File: src/hw/dac_serial_pkg.sv
// Shared types and constants of the serial converter input port.
// Assumes one system clock; all pins arrive unsynchronised.
package dac_serial_pkg;

   localparam int unsigned WORD_BITS  = 16;
   localparam int unsigned CODE_BITS  = 10;
   localparam int unsigned CHAN_BITS  = 3;
   localparam int unsigned CNT_BITS   = 5;
   localparam int unsigned SYNC_PINS  = 5;

   // Positions of the synchronised pins in the pin vector
   localparam int unsigned PIN_FRAME  = 0;
   localparam int unsigned PIN_DATA   = 1;
   localparam int unsigned PIN_SCLK   = 2;
   localparam int unsigned PIN_LOAD   = 3;
   localparam int unsigned PIN_PWR    = 4;

   // Counts at which a frame holds a complete word and takes its last bit
   localparam logic [4:0]  BITS_FULL  = 5'h10;
   localparam logic [4:0]  BITS_LAST  = 5'h0F;

   // Clear codes: mid scale is the bias level, the other one sixteenth of it; data registers reset to mid scale
   localparam logic [9:0]  CLEAR_CODE_BIAS    = 10'h200;
   localparam logic [9:0]  CLEAR_CODE_SIXTEEN = 10'h020;
   localparam logic [9:0]  DATA_RESET         = 10'h200;

   // Idle level of all pins after reset: strobes high, data low
   localparam logic [4:0]  PINS_RESET = 5'h1D;

   // Word layout: channel, reference select, two spare bits, code
   typedef struct packed {
      logic [2:0] chan;
      logic       ext_ref;
      logic [1:0] spare;
      logic [9:0] code;
   } word_t;

   typedef struct packed {
      logic  auto_load;
      word_t word;
   } entry_t;

endpackage : dac_serial_pkg

File: src/hw/serial_dac_input_port.sv
// Serial input port of a multi-channel 10-bit converter: frame capture,
// data and output registers, load, clear and power-down control.
// Assumes the host shift clock is far slower than clk (several clk per half period).
//
// Summary of operation
// - Low frame sync enables shifting on falling shift clock edges; high sync ignores data.
// - A frame carries one 16-bit word, one bit per falling edge.
// - Falling load input copies every data register into its output register together.
// - Load low at the sixteenth edge, or tied low, updates outputs automatically.
// - Clear low forces outputs to the clear code and resets sub converters, unclocked.
// - Power-down low puts the device in low power; release returns normal operation.
// - A channel uses the external reference only when its select bit is set.
module serial_dac_input_port
   import dac_serial_pkg::*;
#(
   parameter int unsigned CHANNELS      = 8,
   parameter bit          CLEAR_SIXTEEN = 1'b0
) (
   input  wire logic                                 clk,
   input  wire logic                                 rst_n,
   input  wire logic                                 ce,
   input  wire logic                                 frame_sync_n,
   input  wire logic                                 serial_data_in,
   input  wire logic                                 shift_clock,
   input  wire logic                                 load_outputs_n,
   input  wire logic                                 async_clear_n,
   input  wire logic                                 power_down_n,
   output logic [CHANNELS-1:0][dac_serial_pkg::CODE_BITS-1:0] dac_code_q,
   output logic [CHANNELS-1:0]                       ext_ref_sel_q,
   output logic                                      low_power_q,
   output logic                                      sub_clear_q
);
   import dac_serial_pkg::*;

   localparam logic [9:0] CLEAR_CODE = CLEAR_SIXTEEN ? CLEAR_CODE_SIXTEEN : CLEAR_CODE_BIAS;

   logic [SYNC_PINS-1:0]                s1_q;
   logic [SYNC_PINS-1:0]                s2_q;
   logic [SYNC_PINS-1:0]                s3_q;
   logic [SYNC_PINS-1:0]                pin_q;
   logic [SYNC_PINS-1:0]                pin_d;
   logic                                sclk_prev_q;
   logic                                load_prev_q;
   logic                                sclk_fall;
   logic                                load_fall;
   logic                                frame_on;
   logic [WORD_BITS-1:0]                shift_q;
   logic [CNT_BITS-1:0]                 bit_count_q;
   logic                                take_bit;
   logic                                word_done;
   entry_t                              pend_q;
   logic                                pend_valid_q;
   logic                                buf_in_ready;
   logic                                buf_out_valid;
   logic                                buf_out_ready;
   entry_t                              buf_out;
   logic                                drain;
   logic                                chan_ok;
   logic [CHANNELS-1:0][CODE_BITS-1:0]  data_q;
   logic [CHANNELS-1:0][CODE_BITS-1:0]  data_next;
   logic                                clr_rst_n;

   // Three stages; a pin level counts only once stages two and three agree
   always_ff @(posedge clk or negedge rst_n) begin
      if (!rst_n) begin
         s1_q  <= PINS_RESET;
         s2_q  <= PINS_RESET;
         s3_q  <= PINS_RESET;
         pin_q <= PINS_RESET;
      end else if (ce) begin
         s1_q  <= {power_down_n, load_outputs_n, shift_clock, serial_data_in, frame_sync_n};
         s2_q  <= s1_q;
         s3_q  <= s2_q;
         pin_q <= pin_d;
      end
   end

   assign pin_d = (s2_q & ~(s2_q ^ s3_q)) | (pin_q & (s2_q ^ s3_q));

   always_ff @(posedge clk or negedge rst_n) begin
      if (!rst_n) begin
         sclk_prev_q <= 1'b1;
         load_prev_q <= 1'b1;
      end else if (ce) begin
         sclk_prev_q <= pin_q[PIN_SCLK];
         load_prev_q <= pin_q[PIN_LOAD];
      end
   end

   assign sclk_fall = sclk_prev_q && !pin_q[PIN_SCLK];
   assign load_fall = load_prev_q && !pin_q[PIN_LOAD];
   assign frame_on  = !pin_q[PIN_FRAME];
   assign take_bit  = frame_on && sclk_fall && (bit_count_q != BITS_FULL);
   assign word_done = take_bit && (bit_count_q == BITS_LAST);

   // Shift register and bit counter; the count rests at sixteen until sync rises
   always_ff @(posedge clk or negedge rst_n) begin
      if (!rst_n) begin
         shift_q     <= '0;
         bit_count_q <= '0;
      end else if (ce) begin
         if (!frame_on) begin
            bit_count_q <= '0;
         end else if (take_bit) begin
            shift_q     <= {shift_q[WORD_BITS-2:0], pin_q[PIN_DATA]};
            bit_count_q <= bit_count_q + 1'b1;
         end
      end
   end

   // Finished word waits here for the buffer; a new word completing wins over the hand-off
   always_ff @(posedge clk or negedge rst_n) begin
      if (!rst_n) begin
         pend_valid_q <= 1'b0;
         pend_q       <= '0;
      end else if (ce) begin
         if (word_done) begin
            pend_valid_q     <= 1'b1;
            pend_q.word      <= word_t'({shift_q[WORD_BITS-2:0], pin_q[PIN_DATA]});
            pend_q.auto_load <= !pin_q[PIN_LOAD];
         end else if (buf_in_ready) begin
            pend_valid_q <= 1'b0;
         end
      end
   end

   // Draining stalls in power-down, so the buffer genuinely fills
   assign buf_out_ready = pin_q[PIN_PWR];

   word_buffer #(
      .WIDTH ($bits(entry_t)),
      .DEPTH (2)
   ) u_word_buffer (
      .clk       (clk),
      .rst_n     (rst_n),
      .ce        (ce),
      .in_valid  (pend_valid_q),
      .in_ready  (buf_in_ready),
      .in_data   (pend_q),
      .out_valid (buf_out_valid),
      .out_ready (buf_out_ready),
      .out_data  (buf_out)
   );

   assign drain   = ce && buf_out_valid && buf_out_ready;
   assign chan_ok = (32'(buf_out.word.chan) < CHANNELS);

   always_comb begin
      data_next = data_q;
      if (drain && chan_ok) begin
         data_next[buf_out.word.chan] = buf_out.word.code;
      end
   end

   always_ff @(posedge clk or negedge rst_n) begin
      if (!rst_n) begin
         data_q        <= {CHANNELS{DATA_RESET}};
         ext_ref_sel_q <= '0;
      end else if (drain && chan_ok) begin
         data_q                           <= data_next;
         ext_ref_sel_q[buf_out.word.chan] <= buf_out.word.ext_ref;
      end
   end

   // Clear acts without the clock, so it joins the reset of the output stage
   assign clr_rst_n = rst_n && async_clear_n;

   always_ff @(posedge clk or negedge clr_rst_n) begin
      if (!clr_rst_n) begin
         dac_code_q <= {CHANNELS{CLEAR_CODE}};
      end else if (ce && (load_fall || (drain && buf_out.auto_load))) begin
         dac_code_q <= data_next;
      end
   end

   always_ff @(posedge clk or negedge clr_rst_n) begin
      if (!clr_rst_n) begin
         sub_clear_q <= 1'b1;
      end else if (ce) begin
         sub_clear_q <= 1'b0;
      end
   end

   always_ff @(posedge clk or negedge rst_n) begin
      if (!rst_n) begin
         low_power_q <= 1'b0;
      end else if (ce) begin
         low_power_q <= !pin_q[PIN_PWR];
      end
   end

   a_frame_gate: assert property (@(posedge clk) disable iff (!rst_n)
      ce && !frame_on |=> bit_count_q == '0)
      else $error("bit count not held at zero outside a frame");

   a_sixteen_bits: assert property (@(posedge clk) disable iff (!rst_n)
      ce && word_done |=> pend_valid_q && bit_count_q == BITS_FULL
                          && pend_q.word == word_t'({$past(shift_q[WORD_BITS-2:0]), $past(pin_q[PIN_DATA])}))
      else $error("completed word not handed on after sixteen bits");

   a_load_copy: assert property (@(posedge clk) disable iff (!rst_n || !async_clear_n)
      ce && load_fall ##1 async_clear_n |-> dac_code_q == $past(data_next))
      else $error("load edge did not copy all data registers");

   a_auto_update: assert property (@(posedge clk) disable iff (!rst_n || !async_clear_n)
      drain && buf_out.auto_load ##1 async_clear_n |-> dac_code_q == $past(data_next))
      else $error("automatic update missing");

   a_clear_forces: assert property (@(posedge clk) disable iff (!rst_n)
      !async_clear_n |-> sub_clear_q && dac_code_q[0] == CLEAR_CODE && dac_code_q[CHANNELS-1] == CLEAR_CODE)
      else $error("clear did not force outputs");

   a_power_down: assert property (@(posedge clk) disable iff (!rst_n)
      ce && !pin_q[PIN_PWR] |=> low_power_q && $stable(data_q) && $stable(ext_ref_sel_q))
      else $error("power-down not entered or words still applied");

   a_ref_select: assert property (@(posedge clk) disable iff (!rst_n)
      drain && chan_ok |=> ext_ref_sel_q[$past(buf_out.word.chan)] == $past(buf_out.word.ext_ref))
      else $error("reference select not stored for channel");

   a_extra_edges: assert property (@(posedge clk) disable iff (!rst_n)
      ce && frame_on && bit_count_q == BITS_FULL |=> $stable(shift_q) && !$rose(pend_valid_q))
      else $error("edge after sixteenth bit was taken");

endmodule // serial_dac_input_port

File: src/hw/word_buffer.sv
// Small FIFO with valid and ready on both sides.
// Assumes the caller holds data stable while valid and not ready.
module word_buffer #(
   parameter int unsigned WIDTH = 17,
   parameter int unsigned DEPTH = 2
) (
   input  wire logic             clk,
   input  wire logic             rst_n,
   input  wire logic             ce,
   input  wire logic             in_valid,
   output logic                  in_ready,
   input  wire logic [WIDTH-1:0] in_data,
   output logic                  out_valid,
   input  wire logic             out_ready,
   output logic      [WIDTH-1:0] out_data
);
   localparam int unsigned PW = (DEPTH > 1) ? $clog2(DEPTH) : 1;

   logic [WIDTH-1:0] mem_q [DEPTH];
   logic [PW-1:0]    wr_ptr_q;
   logic [PW-1:0]    rd_ptr_q;
   logic [PW:0]      fill_q;
   logic             push;
   logic             pop;

   assign in_ready  = (fill_q != (PW+1)'(DEPTH));
   assign out_valid = (fill_q != '0);
   assign out_data  = mem_q[rd_ptr_q];
   assign push      = ce && in_valid && in_ready;
   assign pop       = ce && out_valid && out_ready;

   always_ff @(posedge clk) begin
      if (push) begin
         mem_q[wr_ptr_q] <= in_data;
      end
   end

   always_ff @(posedge clk or negedge rst_n) begin
      if (!rst_n) begin
         wr_ptr_q <= '0;
         rd_ptr_q <= '0;
         fill_q   <= '0;
      end else begin
         if (push) begin
            wr_ptr_q <= (wr_ptr_q == PW'(DEPTH - 1)) ? '0 : wr_ptr_q + 1'b1;
         end
         if (pop) begin
            rd_ptr_q <= (rd_ptr_q == PW'(DEPTH - 1)) ? '0 : rd_ptr_q + 1'b1;
         end
         if (push && !pop) begin
            fill_q <= fill_q + 1'b1;
         end else if (pop && !push) begin
            fill_q <= fill_q - 1'b1;
         end
      end
   end

endmodule // word_buffer

File: config.mk
export PLATFORM = sky130hd
export DESIGN_NAME = serial_dac_input_port
export DESIGN_NICKNAME = d
export VERILOG_FILES = /design/src/hw/dac_serial_pkg.sv /design/src/hw/serial_dac_input_port.sv /design/src/hw/word_buffer.sv
export SDC_FILE = /design/constraint.sdc
export NUM_CORES = 1
export LEC_CHECK = 0
export BUFFER_PORTS_ARGS = -buffer_cell sky130_fd_sc_hd__buf_2
export CELL_PAD_IN_SITES_DETAIL_PLACEMENT = 1
export CELL_PAD_IN_SITES_GLOBAL_PLACEMENT = 1
export CORE_UTILIZATION = 48
export CTS_CLUSTER_DIAMETER = 100
export DETAILED_ROUTE_END_ITERATION = 8
export PLACE_DENSITY_LB_ADDON = 0.1
export SLEW_MARGIN = 0
export SYNTH_ARGS = -nofsm -noshare
export SYNTH_HDL_FRONTEND = slang
export SYNTH_HIERARCHICAL = 1
export SYNTH_SLANG_ARGS = --single-unit
export TNS_END_PERCENT = 100
File: constraint.sdc
create_clock -name clk -period 4.22 [get_ports clk]
set_input_delay 0.633 -clock clk [delete_from_list [all_inputs] [get_ports clk]]
set_output_delay 0.633 -clock clk [all_outputs]
set_load 0.02 [all_outputs]
==> flow_summary_export.csv, run 1 <==
group,metric,value,unit
outcome,status,"finished, final reports clean",
worst_setup_path,r2r-end,"dac_code_q[62]$_DFFE_PN0P_",
floorplanning,fp.dieH,153,µm
drt,first_pass_iters,4,
drt,drc_errors,0,
cts,cts_buffers,29,
worst_setup_path,cp_slowest_cell,"dfrtp_1",
worst_setup_path,arrival,3.68,ns
worst_setup_path,reg2reg_slack,0.94,ns
hold_path,hold_path_class,"input pin to async pin",
pwr,leakage,5.89,nW
synth,syn_area_per_cell,11.8,µm²
worst_setup_path,critPathKind,"register to register",
drt,highest_layer,"met4",
drt,vias,7599,
sta,finalHoldViolCount,0,
sta,rsz0062_at_grt,"no",
cells_and_area,area_growth,14.4,%
sta,max-slew-margin-rel,0.304,
sta,maxSlewViolCount,0,
sta,clock.fmax,0.305,GHz
worst_setup_path,reg2reg_from,"u_word_buffer/rd_ptr_q$_DFFE_PN0P_",
sta,finalCritPeriodShare,0.777,
run,cap_violations,0,
cts,cts_buffer_depth,3,
cts,clock_latency,0.54,ns
worst_setup_path,worst_path_largest_cell_delay,0.83,ns
drt,wl_met2,13.9,mm
floorplanning,die_w,153,µm
cts,ctsHoldBuffers,0,
drt,ant_nets,0,
floorplanning,die-area,23500,µm²
sta,finalCriticalPeriod,3.28,ns
cells_and_area,final_cells,1303,
grt,grt_pass1_wl,46.1,mm
grt,overflow,0,
sta,skew,0.0129,ns
drt,avgViaCountPerCell,5.83,
worst_setup_path,startpoint_type,"register",
worst_setup_path,required,4.62,ns
cts,h-tree-depth,1,
floorplanning,fp-row-count,54,
floorplanning,ios,99,
synth,syn_area,11000,µm²
sta,fin_setup_tns,0,ns
synth,ys_warn_count,6,
worst_setup_path,cp_num_buf_inv,0,
placed_design,gp_congestion,0.727,
worst_setup_path,path_cells,"mux2_2 -> nand3_1 -> o21ai_0 -> a31oi_4",
cts,clk_pin_slew,0.06,ns
worst_setup_path,end_kind,"register",
drt,wl_met3,898,µm
cells_and_area,nets,1013,
cts,cts_root_buffer,"clkbuf_16",
floorplanning,core,22200,µm²
synth,synthesis.nets,948,
cts,cts_sinks,262,
drt,detail_route.wl_per_cell,21.8,µm
placed_design,portBuffers,98,
worst_setup_path,crit_family,"flip-flops",
cells_and_area,layout-drive-gt1-share,0.279,
cts,cts-resized-gates,0,
sta,worst_pin_slew,1.03,ns
worst_setup_path,worst-path-stages,4,
drt,wirelength_met1,13.0,mm
pwr,power-per-cell-area,667,nW/µm²
placed_design,dp_hpwl,16.9,mm
grt,grt_use_total,0.250,
drt,drtIter0Drc,392,
cts,cts_tree,"done",
grt,grt_max_degree,117,
grt,grt_pass1_vias,8092,
synth,syn_inst,935,
sta,setup-violations-final,0,
floorplanning,start_util,0.496,
worst_setup_path,critPathMaxFanout,44,
cells_and_area,diodes,0,
drt,wl,28.5,mm
grt,antenna_found_initial,0,
placed_design,post-place-cells,1249,
worst_setup_path,crit_path_start,"u_word_buffer/rd_ptr_q$_DFFE_PN0P_",
pwr,irDropWorstVdd,0.340,mV
worst_setup_path,reg2regPathDepth,4,
cts,postCtsSetupBuffers,0,
[per-layer routing]
metal  vias to the layer above  GRT usage
li1                       3455          -
met1                      3960      0.346
met2                       142      0.418
met3                        42     0.0284
met4                         0     0.0640
met5                         -          0
[worst reg2reg max path, cell delays in order (launching register included)]
cell,delay [ns]
dfrtp_1,0.83
mux2_2,0.74
nand3_1,0.77
o21ai_0,0.66
a31oi_4,0.13
[stage by stage]
stage	cell area [µm²]	setup WS (ns)	power (mW)	hold WS, ns	utilization
floorplan	11000	1.08	5.07	0.337	-
global placement	11600	1.15	5.78	0.449	0.523
detailed placement	11600	1.02	5.86	0.457	0.523
CTS	12600	0.993	8.46	0.0126	0.567
global route	12600	0.724	8.78	0.0150	0.567
finish	12600	0.941	8.39	0.00797	0.567
[placed cells by master, fill, tap and decap left out, drive strengths merged, types with 4 or more instances in the layout]
| cell type | n |
|---|---|
| dfstp | 35 |
| a31oi | 80 |
| nor4bb | 10 |
| mux2 | 69 |
| clkinv | 8 |
| nor2 | 15 |
| and4b | 20 |
| dfrtp | 197 |
| o21ai | 80 |
| a21oi | 11 |
| buf | 110 |
| and4 | 11 |
| nand2b | 7 |
| ha | 4 |
| nand2 | 169 |
| clkbuf | 41 |
| inv | 8 |
| edfxtp | 30 |
| nor3 | 80 |
| mux2i | 6 |
[where the power goes]
part           leakage (nW)  switching [mW]  total, mW  internal (mW)
clock                 0.497            1.02       2.58           1.56
sequential             3.20           0.362       3.47           3.11
combinational          2.19            1.45       2.33          0.884
[worst max path at each step]
stage	to
floorplan	dac_code_q[0]$_DFFE_PN0P_
global placement	ext_ref_sel_q[6]$_DFFE_PN0P_
detailed placement	dac_code_q[51]$_DFFE_PN0P_
CTS	dac_code_q[51]$_DFFE_PN0P_
global route	dac_code_q[51]$_DFFE_PN0P_
finish	dac_code_q[62]$_DFFE_PN0P_
[cell type report]
type                       count  area [µm²]
clock buffer                  41         872
clock inverter                13         121
fill                        2327        9590
inverter                       6        22.5
multi-input combinational    591        3820
sequential                   262        6750
tap                          280         350
timing repair buffer         110         637
[sequential cells by signal, indices dropped and copies added (netlist names), 5 cells and up, named ones only]
signal	cells
dac_code_q	80
ext_ref_sel_q	8
s1_q	5
s3_q	5
u_word_buffer/mem_q	30
shift_q	15
data_q	80
pend_q	15
s2_q	5
bit_count_q	5
Note: power is estimated with default switching activity, not from simulation.
==> run 2, diff against run 1 <==
--- a/config.mk
+++ b/config.mk
@@ -5,10 +5,11 @@
 export SDC_FILE = /design/constraint.sdc
 export NUM_CORES = 1
 export LEC_CHECK = 0
+export ABC_AREA = 1
 export BUFFER_PORTS_ARGS = -buffer_cell sky130_fd_sc_hd__buf_2
 export CELL_PAD_IN_SITES_DETAIL_PLACEMENT = 1
 export CELL_PAD_IN_SITES_GLOBAL_PLACEMENT = 1
-export CORE_UTILIZATION = 48
+export CORE_UTILIZATION = 41
 export CTS_CLUSTER_DIAMETER = 100
 export DETAILED_ROUTE_END_ITERATION = 8
 export PLACE_DENSITY_LB_ADDON = 0.1
==> constraint.sdc (replaced) <==
create_clock -name clk -period 2.95 [get_ports clk]
set_input_delay 0.4425 -clock clk [delete_from_list [all_inputs] [get_ports clk]]
set_output_delay 0.4425 -clock clk [all_outputs]
set_load 0.02 [all_outputs]
==> flow_summary_export.csv, run 2 <==
group,metric,value,unit
outcome,status,"finished with violations",
outcome,violations,"design-rule violations",
worst_setup_path,end_kind,"register",
sta,setup-violations-final,0,
drt,first_pass_iters,7,
floorplanning,die-area,27300,µm²
drt,vias,8203,
floorplanning,ios,99,
placed_design,portBuffers,98,
hold_path,hold_path_class,"input pin to async pin",
sta,finalCriticalPeriod,2.51,ns
sta,maxSlewViolCount,0,
cells_and_area,layout-drive-gt1-share,0.166,
cts,clock_latency,0.54,ns
worst_setup_path,startpoint_type,"register",
placed_design,dp_hpwl,17.3,mm
worst_setup_path,reg2regPathDepth,11,
cts,cts_buffer_depth,3,
worst_setup_path,required,3.43,ns
grt,grt_pass1_vias,8388,
pwr,power-per-cell-area,716,nW/µm²
synth,syn_inst,1175,
synth,syn_area,10900,µm²
grt,antenna_found_initial,0,
run,cap_violations,0,
cells_and_area,final_cell_mix,"nand2_1, dfrtp_1, nand3_1",
pwr,leakage,6.40,nW
synth,synthesis.nets,1188,
grt,gr-usage-met3,0.0285,
floorplanning,fp.dieH,165,µm
drt,drtIter0Drc,423,
grt,busiest_layer,"met2",
cts,cts_tree,"done",
worst_setup_path,critPathMaxFanout,17,
pwr,irDropWorstVdd,0.440,mV
sta,rsz0062_at_grt,"no",
grt,overflow,0,
synth,syn_area_per_cell,9.31,µm²
cts,postCtsSetupBuffers,0,
placed_design,gp_congestion,0.732,
drt,ant_nets,0,
drt,avgViaCountPerCell,5.04,
sta,max-slew-margin-rel,0.424,
cts,clk_pin_slew,0.06,ns
floorplanning,fp-row-count,59,
synth,ys_warn_count,6,
floorplanning,core,26100,µm²
grt,grt_pass1_wl,45.7,mm
cells_and_area,layout_commonest_cell,"nand2_1",
sta,fin_setup_tns,0,ns
floorplanning,die_w,165,µm
cells_and_area,diodes,0,
sta,clock.fmax,0.398,GHz
floorplanning,start_util,0.419,
drt,detail_route.wl_per_cell,17.1,µm
cts,h-tree-depth,1,
grt,use_met1,0.290,
cts,cts_buffers,28,
cells_and_area,reg_top3,"dac_code_q: 80 flops, data_q: 80 flops, u_word_buffer/mem_q: 30 flops",
worst_setup_path,arrival,2.99,ns
cells_and_area,area_growth,16.4,%
worst_setup_path,critPathKind,"register to register",
grt,use_met2,0.368,
sta,worst_pin_slew,0.863,ns
sta,finalCritPeriodShare,0.852,
drt,wl,27.9,mm
cts,cts_root_buffer,"clkbuf_16",
sta,skew,0.0128,ns
cells_and_area,nets,1285,
drt,drc_errors,18,
sta,holdWs,0.0466,ns
cts,cts-resized-gates,0,
grt,grt_max_degree,152,
cells_and_area,fillers,3052,
cts,cts_sinks,262,
grt,grt_use_total,0.215,
sta,finalHoldViolCount,0,
[run 2: layout make-up]
| class | instances | area, µm² | area share |
|---|---|---|---|
| inverters | 79 | 300 | 0.0236 |
| clock inverters | 9 | 50.0 | 0.00393 |
| well taps | 335 | 419 | 0.0329 |
| flip-flops and latches | 262 | 6750 | 0.530 |
| repair buffers | 123 | 739 | 0.0580 |
| multi-input cells | 778 | 3630 | 0.285 |
| clock buffers | 43 | 848 | 0.0666 |
[run 2: metrics by stage]
stage	area (µm²)	total power [mW]	setup WS, ns	util	cells
final	12700	9.13	0.438	0.487	1629
after global routing	12700	9.57	0.130	0.487	1629
after CTS	12700	9.27	0.406	0.487	1629
after detailed placement	11800	5.81	0.421	0.452	1575
after global placement	11800	5.75	0.484	0.452	1575
after floorplan	10900	5.24	0.403	-	1175
[run 2: critical path: stages, from the launching register on]
cell and delay, ns:
dfrtp_1 0.71, inv_4 0.19, nand2_1 0.11, nand2_1 0.16, inv_1 0.15, nand2_1 0.06, nor2_1 0.20, buf_4 0.23
nand2_1 0.27, nand2_1 0.17, nand3_1 0.12, nand2_1 0.08
[run 2: repair_timing]
| item | CTS | global route |
|---|---|---|
| endpoints found under the hold margin | 9 | 0 |
| endpoints found under the setup margin | 0 | 0 |
| hold buffers | 2 | 0 |
[run 2: worst paths after layout]
check	startpoint	to	slack [ns]
setup reg to reg	u_word_buffer/rd_ptr_q$_DFFE_PN0P_	dac_code_q[45]$_DFFE_PN0P_	0.44
hold / removal	rst_n	data_q[73]$_DFFE_PN0P_	0.05
max in group asynchronous	async_clear_n	dac_code_q[29]$_DFFE_PN1P_	1.29
hold reg to reg	sub_clear_q$_DFFE_PN1P_	sub_clear_q$_DFFE_PN1P_	0.44
setup / recovery	u_word_buffer/rd_ptr_q$_DFFE_PN0P_	dac_code_q[45]$_DFFE_PN0P_	0.44
min in group clk	shift_clock	s1_q[2]$_DFFE_PN1P_	0.11
[run 2: layer usage]
| metal | vias up | share of wire |
|---|---|---|
| met4 | 0 | 0.018 |
| li1 | 3928 | - |
| met5 | - | 0 |
| met3 | 33 | 0.031 |
| met1 | 4138 | 0.45 |
| met2 | 104 | 0.50 |
[run 2: report_power, final]
| group | internal [mW] | switching (mW) | total [mW] |
|---|---|---|---|
| Clock | 1.97 | 1.43 | 3.41 |
| Sequential | 4.08 | 0.255 | 4.34 |
| Combinational | 0.439 | 0.939 | 1.38 |
| Total | 6.50 | 2.63 | 9.13 |
==> run 3, diff against run 2 <==
--- a/config.mk
+++ b/config.mk
@@ -16,6 +16,5 @@
 export SLEW_MARGIN = 0
 export SYNTH_ARGS = -nofsm -noshare
 export SYNTH_HDL_FRONTEND = slang
-export SYNTH_HIERARCHICAL = 1
 export SYNTH_SLANG_ARGS = --single-unit
 export TNS_END_PERCENT = 100
==> constraint.sdc (replaced) <==
create_clock -name clk -period 2.3 [get_ports clk]
set_input_delay 0.345 -clock clk [delete_from_list [all_inputs] [get_ports clk]]
set_output_delay 0.345 -clock clk [all_outputs]
set_load 0.02 [all_outputs]
==> flow_summary_export.csv, run 3 <==
group,metric,value,unit
outcome,status,"finished with violations",
outcome,violations,"design-rule violations",
sta,skew,0.0113,ns
cells_and_area,nets,1301,
placed_design,portBuffers,98,
pwr,pwr-share-clk,0.256,
grt,grt_pass1_wl,46.5,mm
cts,cts-resized-gates,0,
sta,fin_setup_tns,0,ns
sta,worst_pin_slew,0.842,ns
worst_setup_path,reg2reg_slack,0.26,ns
synth,synth-main-ff-cell,"dfrtp_1",
floorplanning,fp.dieH,166,µm
pwr,p_int,10.6,mW
drt,first_pass_iters,7,
drt,vias,8095,
synth,syn_area,11000,µm²
hold_path,holdPathStages,3,
synth,ys_seq_area_frac,0.615,
sta,finalCritPeriodShare,0.889,
grt,grt_use_total,0.209,
placed_design,gp_congestion,0.762,
floorplanning,ios,99,
drt,drc_errors,26,
synth,ys_top_cells_by_count,"nand2_1, dfrtp_1, nand3_1",
sta,finalCriticalPeriod,2.04,ns
cts,cts_buffer_depth,3,
synth,synth_area_leaders,"dfrtp_1, nand2_1, dfstp_2",
synth,syn_area_per_cell,9.33,µm²
cts,clock_latency,0.54,ns
worst_setup_path,required,2.77,ns
cts,cts_buffers,29,
worst_setup_path,startpoint_type,"register",
floorplanning,die_w,166,µm
cells_and_area,layout_commonest_cell,"nand2_1",
grt,gr-usage-met3,0.0303,
cells_and_area,final_cell_mix,"nand2_1, dfrtp_1, nand3_1",
pwr,switching_share,0.374,
floorplanning,core,26100,µm²
pwr,total_power,16.9,mW
synth,syn_inst,1176,
sta,clock.fmax,0.489,GHz
cts,cts_root_buffer,"clkbuf_16",
drt,drtIter0Drc,508,
grt,use_met1,0.293,
synth,synth-seq-cells,262,
sta,setup-violations-final,0,
pwr,irDropWorstVdd,0.457,mV
pwr,leakage,6.38,nW
hold_path,hold_path_class,"input pin to register",
worst_setup_path,end_kind,"register",
pwr,p_sw,6.31,mW
grt,antenna_found_initial,0,
cells_and_area,register_area,6750,µm²
cells_and_area,area_growth,17.0,%
cts,postCtsSetupBuffers,0,
sta,maxSlewViolCount,0,
synth,synth_top_cell_by_area,"dfrtp_1",
worst_setup_path,critPathMaxFanout,19,
run,cap_violations,0,
cells_and_area,diodes,0,
synth,synthesis.nets,1189,
cells_and_area,multi_input_area,3520,µm²
synth,ys_warn_count,0,
synth,synthArstFlopShare,0.885,
drt,ant_nets,0,
worst_setup_path,critPathKind,"register to register",
grt,overflow,0,
cts,h-tree-depth,1,
sta,max-slew-margin-rel,0.435,
floorplanning,start_util,0.420,
grt,use_met2,0.343,
cts,cts_tree,"done",
pwr,p_comb_frac,0.325,
placed_design,dp_hpwl,17.2,mm
cts,cts_sinks,262,
floorplanning,fp-row-count,59,
sta,rsz0062_at_grt,"no",
drt,avgViaCountPerCell,4.92,
sta,finalHoldViolCount,0,
drt,detail_route.wl_per_cell,16.5,µm
grt,grt_pass1_vias,8587,
synth,yosys.area.top_type_share,0.449,
cells_and_area,layout-drive-gt1-share,0.179,
cts,clk_pin_slew,0.06,ns
synth,synth_cell_types,31,
grt,grt_max_degree,79,
synth,synth_edf_count,30,
pwr,power_frac_seq,0.419,
worst_setup_path,arrival,2.52,ns
cells_and_area,fillers,3065,
pwr,power-per-cell-area,1310,nW/µm²
drt,wl,27.2,mm
grt,busiest_layer,"met2",
synth,yosysMostFrequentCell,"nand2_1",
floorplanning,die-area,27400,µm²
worst_setup_path,reg2regPathDepth,8,
cells_and_area,reg_top3,"dac_code_q: 80 flops, data_q: 80 flops, u_word_buffer.mem_q: 30 flops",
run 3: per-stage QoR:
step	utilization	hold slack, ns	setup slack (ns)	instances	cell area, µm²
after CTS	0.491	0.00542	0.212	1645	12800
after global placement	0.456	0.289	0.290	1586	11900
final	0.491	0.0281	0.255	1645	12800
after floorplan	-	0.0494	0.565	1176	11000
after detailed placement	0.456	0.286	0.238	1586	11900
after global routing	0.491	0.0330	0.0101	1645	12800
run 3: logic make-up (layout without fill, tap and decap cells):
kind of cell	after synthesis	in the layout	synth area share
AO/OA/AOI/OAI	46	46	0.0315
XOR/XNOR	5	5	0.00399
buffers and inverters	168	302	0.0641
AND/OR/NAND/NOR	691	691	0.281
adder cells (fa/ha/maj)	4	4	0.00456
flip-flops	262	262	0.615
run 3: worst paths after layout:
check                                                   startpoint                         end
max in group asynchronous                                    rst_n     sub_clear_q$_DFFE_PN1P_
worst min-delay path                                load_outputs_n         s1_q[3]$_DFFE_PN1P_
min in group asynchronous                                    rst_n      data_q[43]$_DFFE_PN0N_
worst max-delay path            u_word_buffer.rd_ptr_q$_DFFE_PN0N_  dac_code_q[54]$_DFFE_PN0P_
worst min register to register             sub_clear_q$_DFFE_PN1P_     sub_clear_q$_DFFE_PN1P_
worst max register to register  u_word_buffer.rd_ptr_q$_DFFE_PN0N_  dac_code_q[54]$_DFFE_PN0P_
run 3: worst max-delay path, stage by stage, from the launching register on:
cell and delay [ns]:
dfrtp_1 0.46, inv_4 0.20, nand2_1 0.12, nand2_1 0.09
nor2_4 0.34, nand2_1 0.39, nand2_1 0.18, nand3_1 0.12
nand2_1 0.08
run 3: timing repair:
action,in CTS,in global routing
hold endpoints to repair,47,0
hold buffers,6,0
setup endpoints to repair,0,0
run 3: area by class of cell:
| type | count | share of cell area |
|---|---|---|
| inverter | 114 | 0.0338 |
| sequential | 262 | 0.526 |
| tap | 335 | 0.0326 |
| multi-input combinational | 746 | 0.274 |
| clock inverter | 11 | 0.00409 |
| clock buffer | 42 | 0.0642 |
| timing repair buffer | 135 | 0.0654 |
run 3: power by group through the flow:
stage / combinational, mW / sequential (mW) / clock [mW]
6_report: 5.49 / 7.07 / 4.31
5_1_grt: 6.18 / 7.27 / 4.61
4_1_cts: 5.60 / 7.09 / 4.44
3_5_place_dp: 5.55 / 7.16 / 0
3_3_place_gp: 5.43 / 7.13 / 0
2_1_floorplan: 2.69 / 7.92 / 0
run 3: layer usage:
metal  wire length, µm  vias up
met2             12800      132
met4               597        0
li1                  -     3907
met1             12800     4011
met3              1060       45
met5                 0        -
